File: config.mk
export PLATFORM = sky130hd
export DESIGN_NAME = clcc_top
export DESIGN_NICKNAME = d
export VERILOG_FILES = /design/src/logic/clcc_gate_mux.v /design/src/logic/clcc_cell_core.v /design/src/logic/clcc_top.v
export VERILOG_INCLUDE_DIRS = /design/src /design/src/logic
export SDC_FILE = /design/constraint.sdc
export NUM_CORES = 1
export LEC_CHECK = 0
export BUFFER_PORTS_ARGS = -buffer_cell sky130_fd_sc_hd__buf_2
export CAP_MARGIN = 20
export CORE_MARGIN = 5
export CORE_UTILIZATION = 45
export DETAILED_ROUTE_END_ITERATION = 12
export HOLD_SLACK_MARGIN = 0.12
export PLACE_DENSITY = 0.7
export SYNTH_ARGS = -nofsm -noshare
export SYNTH_HDL_FRONTEND = slang
export SYNTH_HIERARCHICAL = 1
export SYNTH_SLANG_ARGS = --single-unit
File: constraint.sdc
create_clock -name aclk -period 6.3 [get_ports aclk]
set_clock_uncertainty 0.1 [all_clocks]
set_input_delay 1.575 -clock aclk [delete_from_list [all_inputs] [get_ports aclk]]
set_output_delay 1.575 -clock aclk [all_outputs]
set_load 0.02 [all_outputs]
File: src/logic/clcc_regs.vh
`ifndef CLCC_REGS_VH
`define CLCC_REGS_VH

// register indices; byte address is four times the index
`define CLCC_IDX_CONTROL 14'h0e27
`define CLCC_IDX_POLARITY 14'h0e28
`define CLCC_IDX_SEL_ONE 14'h0e29
`define CLCC_IDX_SEL_TWO 14'h0e2a
`define CLCC_IDX_SEL_THREE 14'h0e2b
`define CLCC_IDX_GATE_ONE 14'h0e2d
`define CLCC_IDX_GATE_TWO 14'h0e2e
`define CLCC_IDX_GATE_THREE 14'h0e2f
`define CLCC_IDX_GATE_FOUR 14'h0e30
`define CLCC_IDX_IRQ_STATUS 14'h0e78
`define CLCC_IDX_IRQ_MASK 14'h0e79

// control register fields
`define CLCC_CTL_ENABLE 7
`define CLCC_CTL_OUTPUT 5
`define CLCC_CTL_RISE_IRQ 4
`define CLCC_CTL_FALL_IRQ 3
`define CLCC_CTL_MODE_HI 2
`define CLCC_CTL_MODE_LO 0
`define CLCC_CTL_RESET 8'h00

// polarity register fields
`define CLCC_POL_OUTPUT 7
`define CLCC_POL_OUTPUT_RESET 1'b0

// irq status / mask
`define CLCC_IRQ_FLAG 0
`define CLCC_IRQ_RESET 1'b0

// functional modes
`define CLCC_MODE_AND_OR 3'h0
`define CLCC_MODE_OR_XOR 3'h1
`define CLCC_MODE_AND4 3'h2
`define CLCC_MODE_SR_LATCH 3'h3
`define CLCC_MODE_DFF_SR 3'h4
`define CLCC_MODE_DFF2_R 3'h5
`define CLCC_MODE_JK_R 3'h6
`define CLCC_MODE_LATCH_SR 3'h7

// axi responses
`define CLCC_RESP_OKAY 2'h0
`define CLCC_RESP_SLVERR 2'h2

`endif

File: src/logic/clcc_gate_mux.v
`timescale 1ns/1ps
`include "clcc_regs.vh"

module clcc_gate_mux #(
  parameter NUM_SRC = 64
) (
  input wire [NUM_SRC-1:0] source_in,
  input wire [5:0] input_one_source,
  input wire [5:0] input_two_source,
  input wire [5:0] input_three_source,
  input wire [23:0] gate_sel_flat,
  input wire [3:0] gate_invert,
  output reg [3:0] gates
);

  // out-of-range select reads as zero rather than x
  function pick;
    input [NUM_SRC-1:0] src;
    input [5:0] sel;
    begin
      if (sel < NUM_SRC)
        pick = src[sel];
      else
        pick = 1'b0;
    end
  endfunction

  wire [2:0] data;
  assign data[0] = pick(source_in, input_one_source);
  assign data[1] = pick(source_in, input_two_source);
  assign data[2] = pick(source_in, input_three_source);

  integer g;
  integer y;
  reg acc;
  always @*
  begin
    acc = 1'b0;
    gates = 4'h0;
    for (g = 0; g < 4; g = g + 1)
    begin
      acc = 1'b0;
      for (y = 0; y < 3; y = y + 1)
      begin
        // odd bit gates the true copy, even bit the negated copy
        acc = acc | (gate_sel_flat[g*6+y*2+1] & data[y]) |
          (gate_sel_flat[g*6+y*2] & ~data[y]);
      end
      gates[g] = acc ^ gate_invert[g];
    end
  end

endmodule // clcc_gate_mux

File: src/logic/clcc_cell_core.v
`timescale 1ns/1ps
`include "clcc_regs.vh"

module clcc_cell_core (
  input wire aclk,
  input wire aresetn,
  input wire enable,
  input wire [2:0] mode,
  input wire [3:0] gates,
  output reg cell_value
);

  // sequential modes are sampled on aclk; gate 1 edges seen one cycle late
  reg q_ff;
  reg nxt_q;
  reg clk_prev_ff;
  wire g1;
  wire g2;
  wire g3;
  wire g4;
  wire g1_rise;
  assign g1 = gates[0];
  assign g2 = gates[1];
  assign g3 = gates[2];
  assign g4 = gates[3];
  assign g1_rise = g1 & ~clk_prev_ff;

  always @*
  begin
    nxt_q = q_ff;
    case (mode)
      `CLCC_MODE_SR_LATCH:
      begin
        if (g1 | g2)
          nxt_q = 1'b1;
        else if (g3 | g4)
          nxt_q = 1'b0;
      end
      `CLCC_MODE_DFF_SR:
      begin
        if (g4)
          nxt_q = 1'b1;
        else if (g3)
          nxt_q = 1'b0;
        else if (g1_rise)
          nxt_q = g2;
      end
      `CLCC_MODE_DFF2_R:
      begin
        if (g3)
          nxt_q = 1'b0;
        else if (g1_rise)
          nxt_q = g2 & g4;
      end
      `CLCC_MODE_JK_R:
      begin
        if (g3)
          nxt_q = 1'b0;
        else if (g1_rise)
          nxt_q = (g2 & ~q_ff) | (~g4 & q_ff);
      end
      `CLCC_MODE_LATCH_SR:
      begin
        if (g4)
          nxt_q = 1'b1;
        else if (g3)
          nxt_q = 1'b0;
        else if (g1)
          nxt_q = g2;
      end
      default:
        nxt_q = q_ff;
    endcase
  end

  always @(posedge aclk)
  begin
    if (!aresetn || !enable)
    begin
      q_ff <= 1'b0;
      clk_prev_ff <= 1'b0;
    end
    else
    begin
      q_ff <= nxt_q;
      clk_prev_ff <= g1;
    end
  end

  always @*
  begin
    case (mode)
      `CLCC_MODE_AND_OR:
        cell_value = (g1 & g2) | (g3 & g4);
      `CLCC_MODE_OR_XOR:
        cell_value = (g1 | g2) ^ (g3 | g4);
      `CLCC_MODE_AND4:
        cell_value = g1 & g2 & g3 & g4;
      `CLCC_MODE_LATCH_SR:
        cell_value = nxt_q; // transparent path
      default:
        cell_value = q_ff;
    endcase
  end

endmodule // clcc_cell_core

File: src/logic/clcc_top.v
`timescale 1ns/1ps
`include "clcc_regs.vh"
// Contract
// Enabled cell combines its selected inputs per chosen mode.
// Disabled cell outputs logic zero.
// Polarity-applied output reads at control bit 5; writes ignored.
// Rise irq enable at bit 4 sets flag on output rising edge.
// Fall irq enable at bit 3 sets flag on output falling edge.
// Mode 000 AND-OR, 001 OR-XOR, 010 four-input AND.
// Mode 011 S-R latch, 100 D flip-flop with set and reset.
// Mode 101 two-input D flip-flop with reset.
// Mode 110 J-K flip-flop with reset.
// Mode 111 transparent latch with set and reset.
// Polarity bit 7 inverts the cell output.
// Gate polarity bits 0..3 invert each gate before the function.
// Gate polarity bits are not touched by the system reset.
// First select field bits 5:0 picks data input one.
// Second select field picks data input two; kept across reset.
// Third select field bits 5:0 picks data input three.
// Gate bit pairs include true or negated data copies into gates.
// Edges found by comparing registered output with previous cycle.
// Control register resets to zero: disabled, irqs off, AND-OR.

module clcc_top #(
  parameter NUM_SRC = 64,
  parameter ADDR_W = 16
) (
  input wire aclk,
  input wire aresetn,
  input wire [ADDR_W-1:0] s_axi_awaddr,
  input wire [2:0] s_axi_awprot,
  input wire s_axi_awvalid,
  output reg s_axi_awready,
  input wire [31:0] s_axi_wdata,
  input wire [3:0] s_axi_wstrb,
  input wire s_axi_wvalid,
  output reg s_axi_wready,
  output reg [1:0] s_axi_bresp,
  output reg s_axi_bvalid,
  input wire s_axi_bready,
  input wire [ADDR_W-1:0] s_axi_araddr,
  input wire [2:0] s_axi_arprot,
  input wire s_axi_arvalid,
  output reg s_axi_arready,
  output reg [31:0] s_axi_rdata,
  output reg [1:0] s_axi_rresp,
  output reg s_axi_rvalid,
  input wire s_axi_rready,
  input wire [NUM_SRC-1:0] source_in,
  output reg cell_output,
  output reg cell_irq
);

  reg [7:0] control_ff;
  reg output_invert_ff;
  reg [3:0] gate_invert_ff;
  reg [5:0] input_one_source_ff;
  reg [5:0] input_two_source_ff;
  reg [5:0] input_three_source_ff;
  reg [5:0] gate_sel_ff [0:3];
  reg cell_irq_flag_ff;
  reg irq_mask_ff;
  reg out_prev_ff;
  reg [ADDR_W-1:0] aw_addr_ff;
  reg aw_held_ff;
  reg [7:0] w_byte_ff;
  reg w_lane_ff;
  reg w_held_ff;

  function [13:0] reg_index;
    input [ADDR_W-1:0] addr;
    begin
      reg_index = addr[15:2];
    end
  endfunction

  function is_mapped;
    input [13:0] idx;
    begin
      case (idx)
        `CLCC_IDX_CONTROL, `CLCC_IDX_POLARITY, `CLCC_IDX_SEL_ONE,
        `CLCC_IDX_SEL_TWO, `CLCC_IDX_SEL_THREE, `CLCC_IDX_GATE_ONE,
        `CLCC_IDX_GATE_TWO, `CLCC_IDX_GATE_THREE, `CLCC_IDX_GATE_FOUR,
        `CLCC_IDX_IRQ_STATUS, `CLCC_IDX_IRQ_MASK:
          is_mapped = 1'b1;
        default:
          is_mapped = 1'b0;
      endcase
    end
  endfunction

  // write commits once both address and data are held
  wire wr_fire;
  wire [13:0] wr_idx;
  wire wr_en;
  assign wr_fire = aw_held_ff & w_held_ff & ~s_axi_bvalid;
  assign wr_idx = reg_index(aw_addr_ff);
  assign wr_en = wr_fire & w_lane_ff;

  wire rd_fire;
  wire [13:0] rd_idx;
  assign rd_fire = s_axi_arvalid & s_axi_arready;
  assign rd_idx = reg_index(s_axi_araddr);

  // one decoded strobe per writable register keeps the update blocks flat
  wire hit_control;
  wire hit_polarity;
  wire hit_sel_one;
  wire hit_sel_two;
  wire hit_sel_three;
  wire hit_gate_one;
  wire hit_gate_two;
  wire hit_gate_three;
  wire hit_gate_four;
  wire hit_irq_mask;
  assign hit_control = (wr_idx == `CLCC_IDX_CONTROL);
  assign hit_polarity = (wr_idx == `CLCC_IDX_POLARITY);
  assign hit_sel_one = (wr_idx == `CLCC_IDX_SEL_ONE);
  assign hit_sel_two = (wr_idx == `CLCC_IDX_SEL_TWO);
  assign hit_sel_three = (wr_idx == `CLCC_IDX_SEL_THREE);
  assign hit_gate_one = (wr_idx == `CLCC_IDX_GATE_ONE);
  assign hit_gate_two = (wr_idx == `CLCC_IDX_GATE_TWO);
  assign hit_gate_three = (wr_idx == `CLCC_IDX_GATE_THREE);
  assign hit_gate_four = (wr_idx == `CLCC_IDX_GATE_FOUR);
  assign hit_irq_mask = (wr_idx == `CLCC_IDX_IRQ_MASK);

  // bit 6 is unimplemented and must read zero, so it is never stored
  localparam [7:0] CTL_WR_MASK = 8'h9f;

  // write channel
  always @(posedge aclk)
  begin
    if (!aresetn)
    begin
      s_axi_awready <= 1'b1;
      s_axi_wready <= 1'b1;
      s_axi_bvalid <= 1'b0;
      s_axi_bresp <= `CLCC_RESP_OKAY;
      aw_held_ff <= 1'b0;
      w_held_ff <= 1'b0;
      aw_addr_ff <= {ADDR_W{1'b0}};
      w_byte_ff <= 8'h00;
      w_lane_ff <= 1'b0;
    end
    else
    begin
      if (s_axi_awvalid && s_axi_awready)
      begin
        aw_addr_ff <= s_axi_awaddr;
        aw_held_ff <= 1'b1;
        s_axi_awready <= 1'b0;
      end
      if (s_axi_wvalid && s_axi_wready)
      begin
        w_byte_ff <= s_axi_wdata[7:0];
        w_lane_ff <= s_axi_wstrb[0];
        w_held_ff <= 1'b1;
        s_axi_wready <= 1'b0;
      end
      if (wr_fire)
      begin
        s_axi_bvalid <= 1'b1;
        s_axi_bresp <= is_mapped(wr_idx) ? `CLCC_RESP_OKAY : `CLCC_RESP_SLVERR;
        aw_held_ff <= 1'b0;
        w_held_ff <= 1'b0;
      end
      if (s_axi_bvalid && s_axi_bready)
      begin
        s_axi_bvalid <= 1'b0;
        s_axi_awready <= 1'b1;
        s_axi_wready <= 1'b1;
      end
    end
  end

  // registers with a defined reset value
  always @(posedge aclk)
  begin
    if (!aresetn)
    begin
      control_ff <= `CLCC_CTL_RESET;
      output_invert_ff <= `CLCC_POL_OUTPUT_RESET;
      irq_mask_ff <= `CLCC_IRQ_RESET;
    end
    else if (wr_en)
    begin
      if (hit_control)
      begin
        // output bit is not stored; it always reads the live cell output
        control_ff <= w_byte_ff & CTL_WR_MASK;
      end
      if (hit_polarity)
        output_invert_ff <= w_byte_ff[`CLCC_POL_OUTPUT];
      if (hit_irq_mask)
        irq_mask_ff <= w_byte_ff[`CLCC_IRQ_FLAG];
    end
  end

  // configuration kept across the system reset; power-up value is unknown
  always @(posedge aclk)
  begin
    if (wr_en)
    begin
      if (hit_polarity)
        gate_invert_ff <= w_byte_ff[3:0];
      if (hit_sel_one)
        input_one_source_ff <= w_byte_ff[5:0];
      if (hit_sel_two)
        input_two_source_ff <= w_byte_ff[5:0];
      if (hit_sel_three)
        input_three_source_ff <= w_byte_ff[5:0];
      if (hit_gate_one)
        gate_sel_ff[0] <= w_byte_ff[5:0];
      if (hit_gate_two)
        gate_sel_ff[1] <= w_byte_ff[5:0];
      if (hit_gate_three)
        gate_sel_ff[2] <= w_byte_ff[5:0];
      if (hit_gate_four)
        gate_sel_ff[3] <= w_byte_ff[5:0];
    end
  end

  wire [3:0] gates;
  clcc_gate_mux #(
    .NUM_SRC(NUM_SRC)
  ) u_gate_mux (
    .source_in(source_in),
    .input_one_source(input_one_source_ff),
    .input_two_source(input_two_source_ff),
    .input_three_source(input_three_source_ff),
    .gate_sel_flat({gate_sel_ff[3], gate_sel_ff[2], gate_sel_ff[1], gate_sel_ff[0]}),
    .gate_invert(gate_invert_ff),
    .gates(gates)
  );

  wire cell_enable;
  wire cell_value;
  assign cell_enable = control_ff[`CLCC_CTL_ENABLE];
  clcc_cell_core u_cell_core (
    .aclk(aclk),
    .aresetn(aresetn),
    .enable(cell_enable),
    .mode(control_ff[`CLCC_CTL_MODE_HI:`CLCC_CTL_MODE_LO]),
    .gates(gates),
    .cell_value(cell_value)
  );

  // polarity is applied before the enable gate so a disabled cell reads zero
  wire nxt_cell_output;
  assign nxt_cell_output = cell_enable & (cell_value ^ output_invert_ff);

  wire rise_edge;
  wire fall_edge;
  wire irq_set;
  wire irq_clr;
  wire nxt_irq_flag;
  assign rise_edge = cell_output & ~out_prev_ff;
  assign fall_edge = ~cell_output & out_prev_ff;
  assign irq_set = (rise_edge & control_ff[`CLCC_CTL_RISE_IRQ]) |
    (fall_edge & control_ff[`CLCC_CTL_FALL_IRQ]);
  assign irq_clr = rd_fire & (rd_idx == `CLCC_IDX_IRQ_STATUS);
  // a new edge in the clearing cycle survives the read
  assign nxt_irq_flag = irq_set | (cell_irq_flag_ff & ~irq_clr);

  always @(posedge aclk)
  begin
    if (!aresetn)
    begin
      cell_output <= 1'b0;
      out_prev_ff <= 1'b0;
      cell_irq_flag_ff <= `CLCC_IRQ_RESET;
      cell_irq <= 1'b0;
    end
    else
    begin
      cell_output <= nxt_cell_output;
      out_prev_ff <= cell_output;
      cell_irq_flag_ff <= nxt_irq_flag;
      cell_irq <= cell_irq_flag_ff & irq_mask_ff;
    end
  end

  reg [7:0] rd_byte;
  always @*
  begin
    rd_byte = 8'h00;
    case (rd_idx)
      `CLCC_IDX_CONTROL:
      begin
        rd_byte = control_ff;
        rd_byte[`CLCC_CTL_OUTPUT] = cell_output;
      end
      `CLCC_IDX_POLARITY:
        rd_byte = {output_invert_ff, 3'h0, gate_invert_ff};
      `CLCC_IDX_SEL_ONE:
        rd_byte = {2'h0, input_one_source_ff};
      `CLCC_IDX_SEL_TWO:
        rd_byte = {2'h0, input_two_source_ff};
      `CLCC_IDX_SEL_THREE:
        rd_byte = {2'h0, input_three_source_ff};
      `CLCC_IDX_GATE_ONE:
        rd_byte = {2'h0, gate_sel_ff[0]};
      `CLCC_IDX_GATE_TWO:
        rd_byte = {2'h0, gate_sel_ff[1]};
      `CLCC_IDX_GATE_THREE:
        rd_byte = {2'h0, gate_sel_ff[2]};
      `CLCC_IDX_GATE_FOUR:
        rd_byte = {2'h0, gate_sel_ff[3]};
      `CLCC_IDX_IRQ_STATUS:
        rd_byte = {7'h00, cell_irq_flag_ff};
      `CLCC_IDX_IRQ_MASK:
        rd_byte = {7'h00, irq_mask_ff};
      default:
        rd_byte = 8'h00;
    endcase
  end

  // read channel
  always @(posedge aclk)
  begin
    if (!aresetn)
    begin
      s_axi_arready <= 1'b1;
      s_axi_rvalid <= 1'b0;
      s_axi_rdata <= 32'h0000_0000;
      s_axi_rresp <= `CLCC_RESP_OKAY;
    end
    else
    begin
      if (rd_fire)
      begin
        s_axi_arready <= 1'b0;
        s_axi_rvalid <= 1'b1;
        s_axi_rdata <= {24'h00_0000, rd_byte};
        s_axi_rresp <= is_mapped(rd_idx) ? `CLCC_RESP_OKAY : `CLCC_RESP_SLVERR;
      end
      if (s_axi_rvalid && s_axi_rready)
      begin
        s_axi_rvalid <= 1'b0;
        s_axi_arready <= 1'b1;
      end
    end
  end

endmodule // clcc_top

[Word level (Yosys, flattened, before mapping)]
Memories as Yosys holds them, arrays and structs flattened.
Index checks and enable logic that the tools add are counted.
Widths: inputs -> output; s select.
Storage, ports and cells
  register bits after elaboration: 80
  bits in writable memories: 24
  output and inout port bits: 43
  logic and storage cells: 218
  memories: 1
Operators by class
  magnitude comparators: 3
  equal/unequal tests: 29
  muxes and demuxes: 50
  bitwise gates (word level): 87
  reduce and logical (&&, ||, !) cells: 22
Memory list
  gate_sel_ff: words 4, width 6, read ports 4, clocked after memory_dff 0, wr ports 1, RTL line clcc_top.v:60  | reg [5:0] gate_sel_ff [0:3];
Operator list (number)
  $eq 14x12->1 const B: 22
  $pmux 8 s11: 1
  $and 1x1->1: 44
  $mux 1: 36
  $or 1x1->1: 26
  $reduce_or 11->1: 2
  $lt 6x7->1 const B: 3
  $bmux 1 s6: 3
  $mux 6: 3
  $reduce_or 6->1: 3
  $eq 3x3->1 const B: 4
  $reduce_and 2->1: 6
  $not 1->1: 11
  $mux 2: 5
  $eq 3x2->1 const B: 2
  $reduce_or 2->1: 3
  $xor 1x1->1: 6
  $pmux 1 s5: 1
  $logic_and 1x1->1: 4
  $pmux 1 s4: 1
  $eq 3x1->1 const B: 1
  $logic_not 3->1: 1
  $logic_not 1->1: 2
  $logic_or 1x1->1: 1

[Logic depth before layout (Yosys ltp)]
Gate-level depths: netlist of run 1.
  depth in word-level cells: 19
  mapped depth: 16

[By module]
Netlist of run 1, hierarchy kept.
Modules (own cells, without submodules)
  clcc_top: times used 1, cells an instance 407, area an instance 4227.8 µm², sequential area each 2382.3 µm²
  clcc_gate_mux: times used 1, cells an instance 251, area an instance 2484.9 µm², sequential area each 0.0 µm²
  clcc_cell_core: times used 1, cells an instance 43, area an instance 292.8 µm², sequential area each 40.0 µm²

[Worst setup path after synthesis of run 1]
No wires, ideal clock.
  kind: input-to-reg
  start point: input source_in[55]
  end point: register cell_output
  setup time: 0.116 ns
  arrival: 4.767 ns
  required time: 6.084 ns
  setup slack: 1.318 ns
  cell stages on the path: 13
  buffers on the path: 0
  path through: mux4_2 o2111a_1 a41o_2 nor4_4 nor2_2 a2111oi_2 a211oi_2 or4_1 a21oi_1 o211a_1 o22ai_1 xor2_1 and3_1
On the way
  longest elaborated chain between the ends: 19
  elaborated cells on any way between the ends: 87
  those cells by class: 20 x mux; 67 x bitwise
RTL lines
  start: declaration: RTL line clcc_top.v:49  | input wire [NUM_SRC-1:0] source_in,
  $bmux 1 s6: RTL line clcc_gate_mux.v:22  | pick = src[sel];
  $mux 1 (implied by the code): RTL line clcc_gate_mux.v:22
  $not 1->1: RTL line clcc_gate_mux.v:47  | (gate_sel_flat[g*6+y*2] & ~data[y]);
  $and 1x1->1: RTL line clcc_gate_mux.v:47
  $or 1x1->1 (4 in series): RTL line clcc_gate_mux.v:46  | acc = acc | (gate_sel_flat[g*6+y*2+1] & data[y]) |
  $or 1x1->1 (*): RTL line clcc_gate_mux.v:46
  $xor 1x1->1 (*): RTL line clcc_gate_mux.v:49  | gates[g] = acc ^ gate_invert[g];
  via gates[3]: RTL line clcc_top.v:223  | wire [3:0] gates;
  (+2 left out)
  $or 1x1->1: RTL line clcc_cell_core.v:60  | nxt_q = (g2 & ~q_ff) | (~g4 & q_ff);
  $mux 1: RTL line clcc_cell_core.v:59  | else if (g1_rise)
  $mux 1: RTL line clcc_cell_core.v:57  | if (g3)
  $pmux 1 s5: RTL line clcc_cell_core.v:31  | case (mode)
  $pmux 1 s4 (*): RTL line clcc_cell_core.v:92  | case (mode)
  via cell_value: RTL line clcc_top.v:237  | wire cell_value;
  $xor 1x1->1 (*): RTL line clcc_top.v:250  | assign nxt_cell_output = cell_enable & (cell_value ^ output_invert_ff);
  $and 1x1->1 (*): RTL line clcc_top.v:250
  end signal: assignment: RTL line clcc_top.v:276  | cell_output <= nxt_cell_output;
  end: declaration: RTL line clcc_top.v:50  | output reg cell_output,
The timed path passes the listed nets; every way through them passes the cells marked *. The select of a mux whose other input is x is not followed.
A chain may end at the register's enable or synchronous reset.

[Worst setup path in the final report of run 1]
  start point: input source_in[29]
  end point: register cell_output
On the way
  elaborated cells on any way between the ends: 87
  those cells by class: 20 x mux; 67 x bitwise
RTL lines
  $bmux 1 s6: RTL line clcc_gate_mux.v:22
  $mux 1 (implied by the code): RTL line clcc_gate_mux.v:22
  $not 1->1: RTL line clcc_gate_mux.v:47
  $and 1x1->1: RTL line clcc_gate_mux.v:47
  $or 1x1->1 (4 in series): RTL line clcc_gate_mux.v:46
  $or 1x1->1 (*): RTL line clcc_gate_mux.v:46
  $xor 1x1->1 (*): RTL line clcc_gate_mux.v:49
  via gates[0]: RTL line clcc_top.v:223
  $and 1x1->1: RTL line clcc_cell_core.v:26  | assign g1_rise = g1 & ~clk_prev_ff;
  $mux 1: RTL line clcc_cell_core.v:45  | else if (g1_rise)
  $mux 1: RTL line clcc_cell_core.v:43  | else if (g3)
  $mux 1: RTL line clcc_cell_core.v:41  | if (g4)
  $pmux 1 s5: RTL line clcc_cell_core.v:31
  $pmux 1 s4 (*): RTL line clcc_cell_core.v:92
  via cell_value: RTL line clcc_top.v:237
  $xor 1x1->1 (*): RTL line clcc_top.v:250
  $and 1x1->1 (*): RTL line clcc_top.v:250
Marked as above.

==> impl_results.md, run 1 <==
* Antenna Cells at 0
* Setup Buffers After CTS at 0
* Area after DPL at roughly 7600 um^2
* Internal at about 1.1 mW
* Post-synth cell types at 84
* NetSw at about 0.37 mW
* Asr flop ratio synth at 0
* Status: complete, no violations
* WP data arrival at about 5.3 ns
* Fin. Hold Viols at 0
* GRT Total Usage at 0.204
* Worst slew margin at 0.342
* Clock Latency Late Sink at between 0.3 and 0.4 ns
* Starting Density at 0.459
* Final min period at a little over 5 ns
* Final slew viol count at 0
* Sequential area share after synthesis at 0.346
* Fmax at roughly 190 MHz
* Post-DP HPWL at roughly 15000 um
* Worst min-delay path category: reg2reg
* Core area at roughly 15000 um^2
* Post-DRT Antenna Nets at 0
* Most numerous cell in the Yosys netlist: nand2_1
* Nature of the critical path endpoint: register
* Largest net degree at the start of global routing at between 40 and 50
* Vias at 6040
* Remaining DRCs at 0
* Pleak at ~3.0 nW
* H-tree depth at 3
* First-pass GRT wire length at ~30000 um
* Placer Congestion at slightly below 0.9
* Initial antenna violation count at 0
* Avg WL per Cell at 18.7 um
* Share of cells above drive strength 1 at 0.285
* CTS Sinks at 98
* DRT iter0 DRCs at 500
* Final core utilization at 0.519
* Post-Synthesis Cells at 701
* CP required at roughly 6.4 ns
* Worst-path clk slew at 0.07 ns
* RSZ-0062 raised after global routing: false
* Chip width at approximately 130 um
* Crit-path cells: buf_2 -> mux4_1 -> mux2_2 -> a21oi_1 -> or3b_1 -> a21boi_0 -> a2111oi_2 -> a211oi_2 -> nand2b_1 -> and3_1 -> o311ai_1 -> o22ai_1 -> xor2_1 -> and3_1
* Synth warn at 6
* Top post-synthesis cells by count: 68 x nand2_1, 52 x dfxtp_1, 48 x nor2_1
* PostCTS Resize Cnt at 0
* Post-synth top area cell: edfxtp_1
* CTS Buf Count at 9
* Sw frac at 0.255
* Dominant cells by area after synthesis: edfxtp_1 20%, dfxtp_1 15%, mux4_2 11%
* DR pass1 iterations at 5
* Vias in the first global route at 5742
* Hold_ws at ~0.34 ns
* Avg Inst Size Synth at roughly 10 um^2
* Met1 Usage GRT at 0.271
* Peak supply drop at around 160 uV
* Total power at between 1 and 1.5 mW
* Die Area at 18200 um^2
* Input/output buffers at approximately 120
* Reg power frac at 0.482
* # rows at 45
* Worst Path Buf+Inv at 1
* Least-Margin Pin Slew at 0.976 ns
* Vias per Instance at slightly below 6
* GRT overflow at 0
* Cell mode on critical path: and3_1
* Gr busiest metal: met2
* CP Max Fanout at 8
* Area Overhead vs Synth at 13.0%
* Fin crit share at 0.820
* IO Pins at between 150 and 200
* Final Setup Violations at 0
* Synth Flop Type: dfxtp_1
* Synth top area share at 0.197
* Synth Register Bits at 98
* Post-route cell area at approximately 7900 um^2
* WS Path Type: in2reg
* CP Launch Type: input pin
* Met2 Use GR at 0.346
* Gate power share at 0.122
* Final #Nets at approximately 940
* Die H at 135 um
* Drt total wl at 18900 um
* CTS tree: built
* Total negative slack at 0 ns
* Clock Tree Root: clkbuf_16
* MaxCap Viol Count at 0
* Grt met3 use at 0.0276
* Hold Buf Count CTS at 0
* Number of flops mapped to enable cells by yosys at 46
* Synthesized area at approximately 7000 um^2
* Crit-path leading delay family: compound AO/OA/AOI/OAI gates
* Fill cells at ~1400
* Clock Tree Buf Depth at 2
* CP peak stage delay at approximately 0.52 ns
* CP max-delay cell: mux4_1
* Pwr dens at 182 nW/um^2
* Clk pwr share at 0.396
## logic make-up (layout without fill, tap and decap cells)
| kind of cell | Yosys count | after routing | synth area share |
|---|---|---|---|
| and+or+nand+nor | 244 | 244 | 0.187 |
| xor gates and xnor gates | 3 | 3 | 0.00375 |
| AOI/OAI and AO/OA | 171 | 171 | 0.183 |
| other | 1 | 27 | 0.000535 |
| muxes | 94 | 94 | 0.209 |
| buffers and inverters | 90 | 164 | 0.0714 |
| DFF | 98 | 98 | 0.346 |
## layer usage
layer	share of wire	routed length, um
met3	0.071	1350
met2	0.49	9200
met5	0	0
met4	0.021	399
met1	0.42	7990
## flip-flops by register name, summed over array words and instances, names as in the netlist, 4 cells and up
signal and cells:
w_byte_ff 7, aw_addr_ff 14, control_ff 6, gate_invert_ff 4, input_three_source_ff 6, input_one_source_ff 6
s_axi_rdata 7, gate_sel_ff 24, input_two_source_ff 6
## layout make-up
type,instances,area (um^2),area share
inverters,20,75.1,0.00948
flip-flops and latches,98,2420,0.306
well taps,211,264,0.0334
repair buffers,128,656,0.0828
clock buffers,9,225,0.0285
multi-input cells,539,4180,0.528
clock inverters,7,92.6,0.0117
## worst paths after layout
kind,startpoint,endpoint,slack [ns],cells after the start
max,source_in[29],cell_output$_SDFF_PN0_,1.13,14
max reg2reg,input_two_source_ff[0]$_DFFE_PP_,cell_output$_SDFF_PN0_,1.36,13
min reg2reg,s_axi_rdata[3]$_SDFFE_PN0P_,s_axi_rdata[3]$_SDFFE_PN0P_,0.34,2
min,s_axi_rdata[3]$_SDFFE_PN0P_,s_axi_rdata[3]$_SDFFE_PN0P_,0.34,2
## metrics by stage
step           std cells  setup slack, ns
4_1_cts             1011             1.22
3_3_place_gp         995            0.856
2_1_floorplan        727             1.32
6_report            1012             1.13
5_1_grt             1012            0.942
3_5_place_dp         995            0.876
## cell usage in the layout (no fill, tap or decap), drive strengths merged, types with 4 or more instances in the layout
master / synthesis / routed
mux2: 17 / 17
and2: 7 / 7
a22o: 4 / 4
mux2i: 38 / 38
a21boi: 7 / 7
o211ai: 6 / 6
a31oi: 4 / 4
a211oi: 4 / 4
mux4: 39 / 39
nand3b: 4 / 4
nand2b: 13 / 13
nor3: 12 / 12
or4: 8 / 8
conb: 1 / 27
o32ai: 4 / 4
edfxtp: 46 / 46
and3: 13 / 13
nor2b: 6 / 6
nand2: 69 / 69
nor2: 49 / 49
nor4: 5 / 5
o21a: 13 / 13
a21oi: 39 / 39
clkbuf: 22 / 10
a2111oi: 6 / 6
o41ai: 6 / 6
o21ai: 21 / 21
a22oi: 9 / 9
o311ai: 6 / 6
nand4: 10 / 10
o31ai: 6 / 6
inv: 20 / 25
nand3: 27 / 27
dfxtp: 52 / 52
a221o: 4 / 4
buf: 48 / 127
o22ai: 11 / 11
## power groups by stage
stage | registers, mW | clock network [mW] | logic (mW)
CTS | 0.694 | 0.579 | 0.174
finish | 0.694 | 0.570 | 0.176
floorplan | 0.704 | 0 | 0.120
global placement | 0.708 | 0 | 0.171
global route | 0.696 | 0.608 | 0.191
detailed placement | 0.708 | 0 | 0.173
## worst reg2reg max path, stage by stage, from the launching register on
cell	delay, ns
edfxtp_1	0.96
mux4_1	0.68
mux2_2	0.31
a21oi_1	0.13
or3b_1	0.48
a21boi_0	0.34
a2111oi_2	0.07
a211oi_2	0.52
nand2b_1	0.14
and3_1	0.21
o311ai_1	0.40
o22ai_1	0.14
xor2_1	0.16
and3_1	0.18
Note: power is estimated with default switching activity, not from simulation.
==> inputs of run 2 (changes only) <==
- ABC_AREA: not set -> 1
- PLACE_DENSITY: 0.7 -> 0.72
- clock period: 6.3 -> 4.5 ns (I/O delays scaled with it)
==> run 2 against run 1 <==
Against the previous run: synthesized area grew 3.1%; final area is 1.3% higher; final cell count up 40%; clock power increased by 42%; combinational power up 26%; largest cell class unchanged; largest power group unchanged.
==> impl_results.md, run 2 <==
* Dominant cells by area after synthesis: nand2_1 19%, edfxtp_1 19%, nand3_1 16%
* Largest net degree at the start of global routing at 38 (-9.5%)
* Die Area at 18700 um^2 (+2.9%)
* First-pass GRT wire length at 31700 um (+7.1%)
* Crit path from: input_three_source_ff[1]$_DFFE_PP_
* Sequential area share after synthesis at 0.335 (-0.0104)
* Avg WL per Cell at 14.5 um (-22%)
* CTS Buf Count at 9 (unchanged)
* Final min period at 3.59 ns
* Worst Path Buf+Inv at 1 (unchanged)
* Drt total wl at 20600 um (+8.6%)
* Vias in the first global route at 6432 (+12%)
* Avg Inst Size Synth at 6.57 um^2 (-34%)
* IO Pins at 188 (unchanged)
* Final #Nets at 1339 (+42%)
* GRT Total Usage at 0.212 (+0.00858)
* Mux cell area share after synthesis at 0 (-0.209)
* Die H at 137 um (+1.4%)
* Largest family of logic cells by synthesized area: simple AND/OR/NAND/NOR gates
* Synthesized area at 7220 um^2 (+3.1%)
* Post-DP HPWL at 15300 um (+4.9%)
* PostCTS Resize Cnt at 0 (unchanged)
* Post-synth cell types at 40 (-52%)
* Crit-path cells: inv_2 -> nand3_1 -> nand3_1 -> nand2_1 -> nand2_1 -> nand3_2 -> nand3_4 -> nand2_2 -> nand2_1 -> nand2_1 -> nand3_1 -> nand2_1 -> nand2_1 -> o21ai_0 -> nand3_1 -> nand3_1 -> nand2_1 -> nand2_1 -> nand2_1 -> a21oi_2 -> o21ai_0 -> a211oi_1
* Crit-path leading delay family: simple AND/OR/NAND/NOR gates
* Inst Count DP at 1399 (+41%)
* Pleak at 3.80 nW (+26%)
* Share of cells above drive strength 1 at 0.175 (-0.109)
* Adder-cell share of the synthesized area at 0 (unchanged)
* DR pass1 iterations at 5 (unchanged)
* Placer Congestion at 0.898 (+3.9%)
* Cell mode on critical path: nand2_1
* Reg-to-Reg End: cell_output$_SDFF_PN0_
* Vias per Instance at 5.24 (-12%)
* MaxCap Viol Count at 0 (unchanged)
* Antenna Cells at 0 (unchanged)
* Clock Tree Buf Depth at 2 (unchanged)
* CP max-delay cell: edfxtp_1
* CP peak stage delay at 0.83 ns (+0.31 ns)
* WS Path Type: reg2reg
* Remaining DRCs at 0 (unchanged)
* Most frequent cells in the layout: 375 x nand2_1, 229 x nand3_1, 122 x buf_2
* Total negative slack at 0 ns (unchanged)
* Post-DRT Antenna Nets at 0 (unchanged)
* Final slew viol count at 0 (unchanged)
* Input/output buffers at 122 (unchanged)
* Nature of the critical path endpoint: register
* Status: complete, no violations
* CTS tree: built
* Hold Buf Count CTS at 0 (unchanged)
* Post-Synthesis Cells at 1100 (+57%)
* Reg2Reg Launch Point: input_three_source_ff[1]$_DFFE_PP_
* Compound-Gate Fraction of Synth Area at 0.0638 (-0.119)
* Commonest non-fill, non-tap cell in the layout: nand2_1
* Synth Register Bits at 98 (unchanged)
* Core area at 15800 um^2 (+3.7%)
* Hold Path Sink: aw_addr_ff[15]$_SDFFE_PN0P_
* Post-synth top area cell: nand2_1
* Clock Latency Late Sink at 0.34 ns (about the same)
* Area Overhead vs Synth at 11.1%
* CP required at 4.66 ns (-1.78 ns)
* Pwr dens at 251 nW/um^2 (+38%)
* Worst slew margin at 0.365 (+0.0233)
* Top post-synthesis cells by count: 375 x nand2_1, 229 x nand3_1, 79 x nor2_1
* Fin crit share at 0.799
* Fmax at about 280 MHz
* Final Setup Violations at 0 (unchanged)
* H-tree depth at 3 (unchanged)
* Least-Margin Pin Slew at 0.943 ns (-0.0330 ns)
* Largest Register: gate_sel_ff
* Synth warn at 6 (unchanged)
* Max reg flops at 24 (unchanged)
* # rows at 46 (+2.2%)
* Simple-gate share of the synthesized area at 0.469 (+0.283)
* DRT iter0 DRCs at 668 (+34%)
* Largest regs: gate_sel_ff x24, aw_addr_ff x14
* CP Max Fanout at 18 (+10)
* Non-filler instance count after layout at 1415 (+40%)
* RSZ-0062 raised after global routing: false
* Hold depth at 2 (unchanged)
* CP Launch Type: register
* Most numerous cell in the Yosys netlist: nand2_1
* Clock Tree Root: clkbuf_16
* Vias at 7416 (+23%)
* CTS Sinks at 98 (unchanged)
* Starting Density at 0.456 (-0.00284)
* Initial antenna violation count at 0 (unchanged)
* Asr flop ratio synth at 0 (unchanged)
* GRT overflow at 0 (unchanged)
* R2R setup slack at 0.91 ns (-0.45 ns)
* XOR/XNOR share of the synthesized area at 0.00121 (-0.00254)
* Final core utilization at 0.507 (-0.0120)
* Worst-path clk slew at 0.06 ns (about the same)
* Peak supply drop at 213 uV (+35%)
* Synth Flop Type: dfxtp_1
* Synth top area share at 0.195 (-0.00227)
* Total power at 2.02 mW (+40%)
* Fin. Hold Viols at 0 (unchanged)
* Number of flops mapped to enable cells by yosys at 46 (unchanged)
* Worst min-delay path category: reg2reg
* Worst Reg-to-Reg Cells at 22 (+9)
* Setup Buffers After CTS at 0 (unchanged)
* Worst Hold Launch: aw_addr_ff[15]$_SDFFE_PN0P_
* WP data arrival at 3.75 ns (-1.56 ns)
* Chip width at 137 um (+1.4%)
run 2: cell count changes after synthesis, sizes merged, moves of 11 or more:
cell / delta
nand2: +312
nand3: +218
inv: +72
nor2: +45
mux4: -39
mux2i: -38
o21ai: +23
buf: +20
mux2: -17
clkbuf: -16
and3: -13
nand2b: -13
o21a: -12
o22ai: -11
run 2: report_power, final:
part,leakage (nW),switching (mW),total [mW],internal (mW)
Combinational,2.79,0.142,0.221,0.0782
Sequential,0.859,0.0282,0.988,0.960
Clock,0.151,0.320,0.808,0.488
Total,3.80,0.491,2.02,1.53
run 2: tightest hold or removal path: cells and delay by family (launching register included):
family | cells | cell delay, ns
DFF | 1 | 0.30
buffers and inverters | 1 | 0.06
AOI/OAI and AO/OA | 1 | 0.05
run 2: layout make-up:
type                       count  area [um^2]
fill                        1591         7810
multi-input combinational    860         3970
sequential                    98         2420
clock inverter                 6         88.8
timing repair buffer         131          678
clock buffer                  10          229
tap                          216          270
inverter                      94          367
run 2: per-layer routing:
| layer | global-route usage | share of wire | vias up |
|---|---|---|---|
| li1 | - | - | 3732 |
| met3 | 0.0401 | 0.099 | 41 |
| met1 | 0.293 | 0.43 | 3299 |
| met2 | 0.333 | 0.44 | 344 |
| met4 | 0.0745 | 0.026 | 0 |
| met5 | 0 | 0 | - |
run 2: stage by stage:
stage	setup WS [ns]	area, um^2	hold slack (ns)
2_1_floorplan	1.45	7320	0.323
3_3_place_gp	0.855	7700	0.340
6_report	0.906	8020	0.353
3_5_place_dp	0.837	7700	0.348
5_1_grt	0.594	8020	0.377
4_1_cts	0.965	8020	0.358
run 2: logic make-up after synthesis:
kind of cell,after synthesis
simple gates,750
buf+inv,168
flops,98
compound gates,82
xor+xnor,1
other cells,1
run 2: worst max path at each step:
stage,endpoint,slack (ns),cells after the start
floorplan,cell_output$_SDFF_PN0_,1.45,22
global placement,cell_output$_SDFF_PN0_,0.86,23
detailed placement,cell_output$_SDFF_PN0_,0.84,23
CTS,cell_output$_SDFF_PN0_,0.97,22
global route,cell_output$_SDFF_PN0_,0.59,25
finish,cell_output$_SDFF_PN0_,0.91,22
==> inputs of run 3 (changes only) <==
- clock period: 4.5 -> 3.2 ns (I/O delays scaled with it)
==> run 3 against run 2 <==
Against the previous run: critical path depth rose by 5; sequential power rose by 41%; setup slack got worse by 0.76 ns; die area did not move; maximum frequency rose by 18%; core utilization rose by 2.9 points; final cell count rose by 2.5%; clock-buffer cell count fell by 1.
==> impl_results.md, run 3 (same netlist as run 2, synthesis figures left out) <==
* Fin. Hold Viols at 0 (unchanged)
* CTS tree: built
* Vias per Instance at 5.26 (+0.35%)
* Clock Tree Buf Depth at 2 (unchanged)
* Total power at 2.79 mW (+38%)
* CTS Sinks at 98 (unchanged)
* Status: complete, no violations
* Chip width at 137 um (unchanged)
* Remaining DRCs at 0 (unchanged)
* Die H at 137 um (unchanged)
* Peak supply drop at 295 uV (+38%)
* Inst Count DP at 1421 (+1.6%)
* CP Max Fanout at 8 (-10)
* CP Launch Type: register
* Worst-path clk slew at 0.07 ns (about the same)
* Final min period at 3.06 ns (-0.539 ns)
* Starting Density at 0.456 (unchanged)
* Largest regs: gate_sel_ff x24, aw_addr_ff x14
* MaxCap Viol Count at 0 (unchanged)
* Final core utilization at 0.536 (+0.0293)
* Hold Path Sink: aw_addr_ff[15]$_SDFFE_PN0P_
* Reg2Reg Launch Point: input_two_source_ff[0]$_DFFE_PP_
* GRT overflow at 0 (unchanged)
* GRT Total Usage at 0.217 (+0.00475)
* Clock Latency Late Sink at 0.35 ns (about the same)
* Post-DP HPWL at 15800 um (+3.7%)
* Area after DPL at 7880 um^2 (+2.3%)
* Drt total wl at 21700 um (+5.7%)
* Avg WL per Cell at 15.0 um (+3.1%)
* Share of cells above drive strength 1 at 0.214 (+0.0386)
* H-tree depth at 3 (unchanged)
* IO Pins at 188 (unchanged)
* Hold depth at 2 (unchanged)
* Final #Nets at 1375 (+2.7%)
* Input/output buffers at 122 (unchanged)
* Final Setup Violations at 0 (unchanged)
* RSZ-0062 raised after global routing: true
* Core area at 15800 um^2 (unchanged)
* DR pass1 iterations at 6 (+1)
* Initial antenna violation count at 0 (unchanged)
* Nature of the critical path endpoint: register
* Largest Register: gate_sel_ff
* Antenna Cells at 0 (unchanged)
* Most frequent cells in the layout: 363 x nand2_1, 226 x nand3_1, 122 x buf_2
* Reg-to-Reg End: cell_output$_SDFF_PN0_
* Hold Buf Count CTS at 0 (unchanged)
* DRT iter0 DRCs at 771 (+15%)
* Post-DRT Antenna Nets at 0 (unchanged)
* Total negative slack at 0 ns (unchanged)
* # rows at 46 (unchanged)
* Clock Tree Root: clkbuf_16
* WS Path Type: reg2reg
* First-pass GRT wire length at 32500 um (+2.6%)
* Post-route cell area at 8480 um^2 (+5.8%)
* Area Overhead vs Synth at 17.5%
* Die Area at 18700 um^2 (unchanged)
* Fmax at 327 MHz (+18%)
* Worst Hold Launch: aw_addr_ff[15]$_SDFFE_PN0P_
* Commonest non-fill, non-tap cell in the layout: nand2_1
* Vias at 7631 (+2.9%)
* Final slew viol count at 0 (unchanged)
* Pwr dens at 328 nW/um^2 (+31%)
* Max reg flops at 24 (unchanged)
* Non-filler instance count after layout at 1451 (+2.5%)
* Worst Reg-to-Reg Cells at 27 (+23%)
* Pleak at 4.02 nW (+5.8%)
* R2R setup slack at 0.14 ns (-0.76 ns)
* Largest net degree at the start of global routing at 57 (+50%)
* Vias in the first global route at 6624 (+3.0%)
* WP data arrival at 3.21 ns (-0.54 ns)
* CP required at 3.36 ns (-1.30 ns)
* Worst min-delay path category: reg2reg
* Placer Congestion at 0.907 (+0.98%)
* Least-Margin Pin Slew at 0.948 ns (+0.00465 ns)
* Fin crit share at 0.955 (+0.156)
* CTS Buf Count at 9 (unchanged)
* Worst slew margin at 0.362 (-0.00313)
## run 3: cell types whose count changed in the layout (fill, tap and decap cells not counted), moves of 3 or more
cell	before	now
buf_12	0	3
buf_4	9	26
buf_6	0	8
nand2_1	375	363
nand2_2	5	13
nand2_4	1	5
nand3_1	229	226
## run 3: cell type report
class	count	area, um^2
Multi-Input combinational cell	860	4050
Fill cell	1558	7340
Clock inverter	7	75.1
Inverter	94	382
Timing Repair inverter	5	47.5
Tap cell	216	270
Timing Repair Buffer	162	1010
Clock buffer	9	225
Sequential cell	98	2420
## run 3: worst max-delay path by stage
stage | from | to | slack, ns | cells after the start
final | input_two_source_ff[0]$_DFFE_PP_ | cell_output$_SDFF_PN0_ | 0.14 | 27
after global routing | input_one_source_ff[0]$_DFFE_PP_ | cell_output$_SDFF_PN0_ | -0.09 | 26
after detailed placement | source_in[3] | cell_output$_SDFF_PN0_ | -0.13 | 21
after global placement | source_in[3] | cell_output$_SDFF_PN0_ | -0.11 | 23
after floorplan | source_in[51] | cell_output$_SDFF_PN0_ | 0.47 | 22
after CTS | input_one_source_ff[0]$_DFFE_PP_ | cell_output$_SDFF_PN0_ | 0.03 | 21
## run 3: per-stage QoR
stage / setup slack (ns) / hold WS [ns]
after floorplan: 0.473 / 0.323
after global placement: -0.111 / 0.341
after detailed placement: -0.129 / 0.350
after CTS: 0.0288 / 0.361
after global routing: -0.0903 / 0.375
final: 0.144 / 0.355
## run 3: layer usage
metal / GRT usage / up-vias / part of all wire
met5: 0 / - / 0
met3: 0.0353 / 65 / 0.11
met2: 0.353 / 413 / 0.45
met1: 0.297 / 3337 / 0.42
li1: - / 3816 / -
met4: 0.0644 / 0 / 0.026
## run 3: critical path, cell delays in order, from the launching register on
cell      delay (ns)
edfxtp_1        0.36
buf_4           0.18
buf_6           0.13
inv_4           0.11
nand2_1         0.07
nand3_1         0.06
nand3_1         0.07
nand2_1         0.12
nand2_1         0.08
nand3_2         0.09
nand3_4         0.11
nand2_2         0.11
nand2_1         0.06
nand2_1         0.07
inv_2           0.04
nand3_1         0.06
nand2_1         0.08
nand2_4         0.12
nand2_1         0.08
o21ai_1         0.07
nand3_1         0.08
nand3_1         0.08
nand2_1         0.06
nand2_2         0.06
nand2_1         0.06
a21oi_2         0.15
o21ai_1         0.07
a211oi_1        0.23
## run 3: what timing repair did
action,in CTS,in global routing
setup buffers,0,7
resized for setup,0,64
endpoints found under the setup margin,0,2
## run 3: report_power, final
part	leakage (nW)	internal, mW	switching (mW)
sequential	0.859	1.35	0.0385
combinational	3.02	0.113	0.203
clock	0.140	0.610	0.473
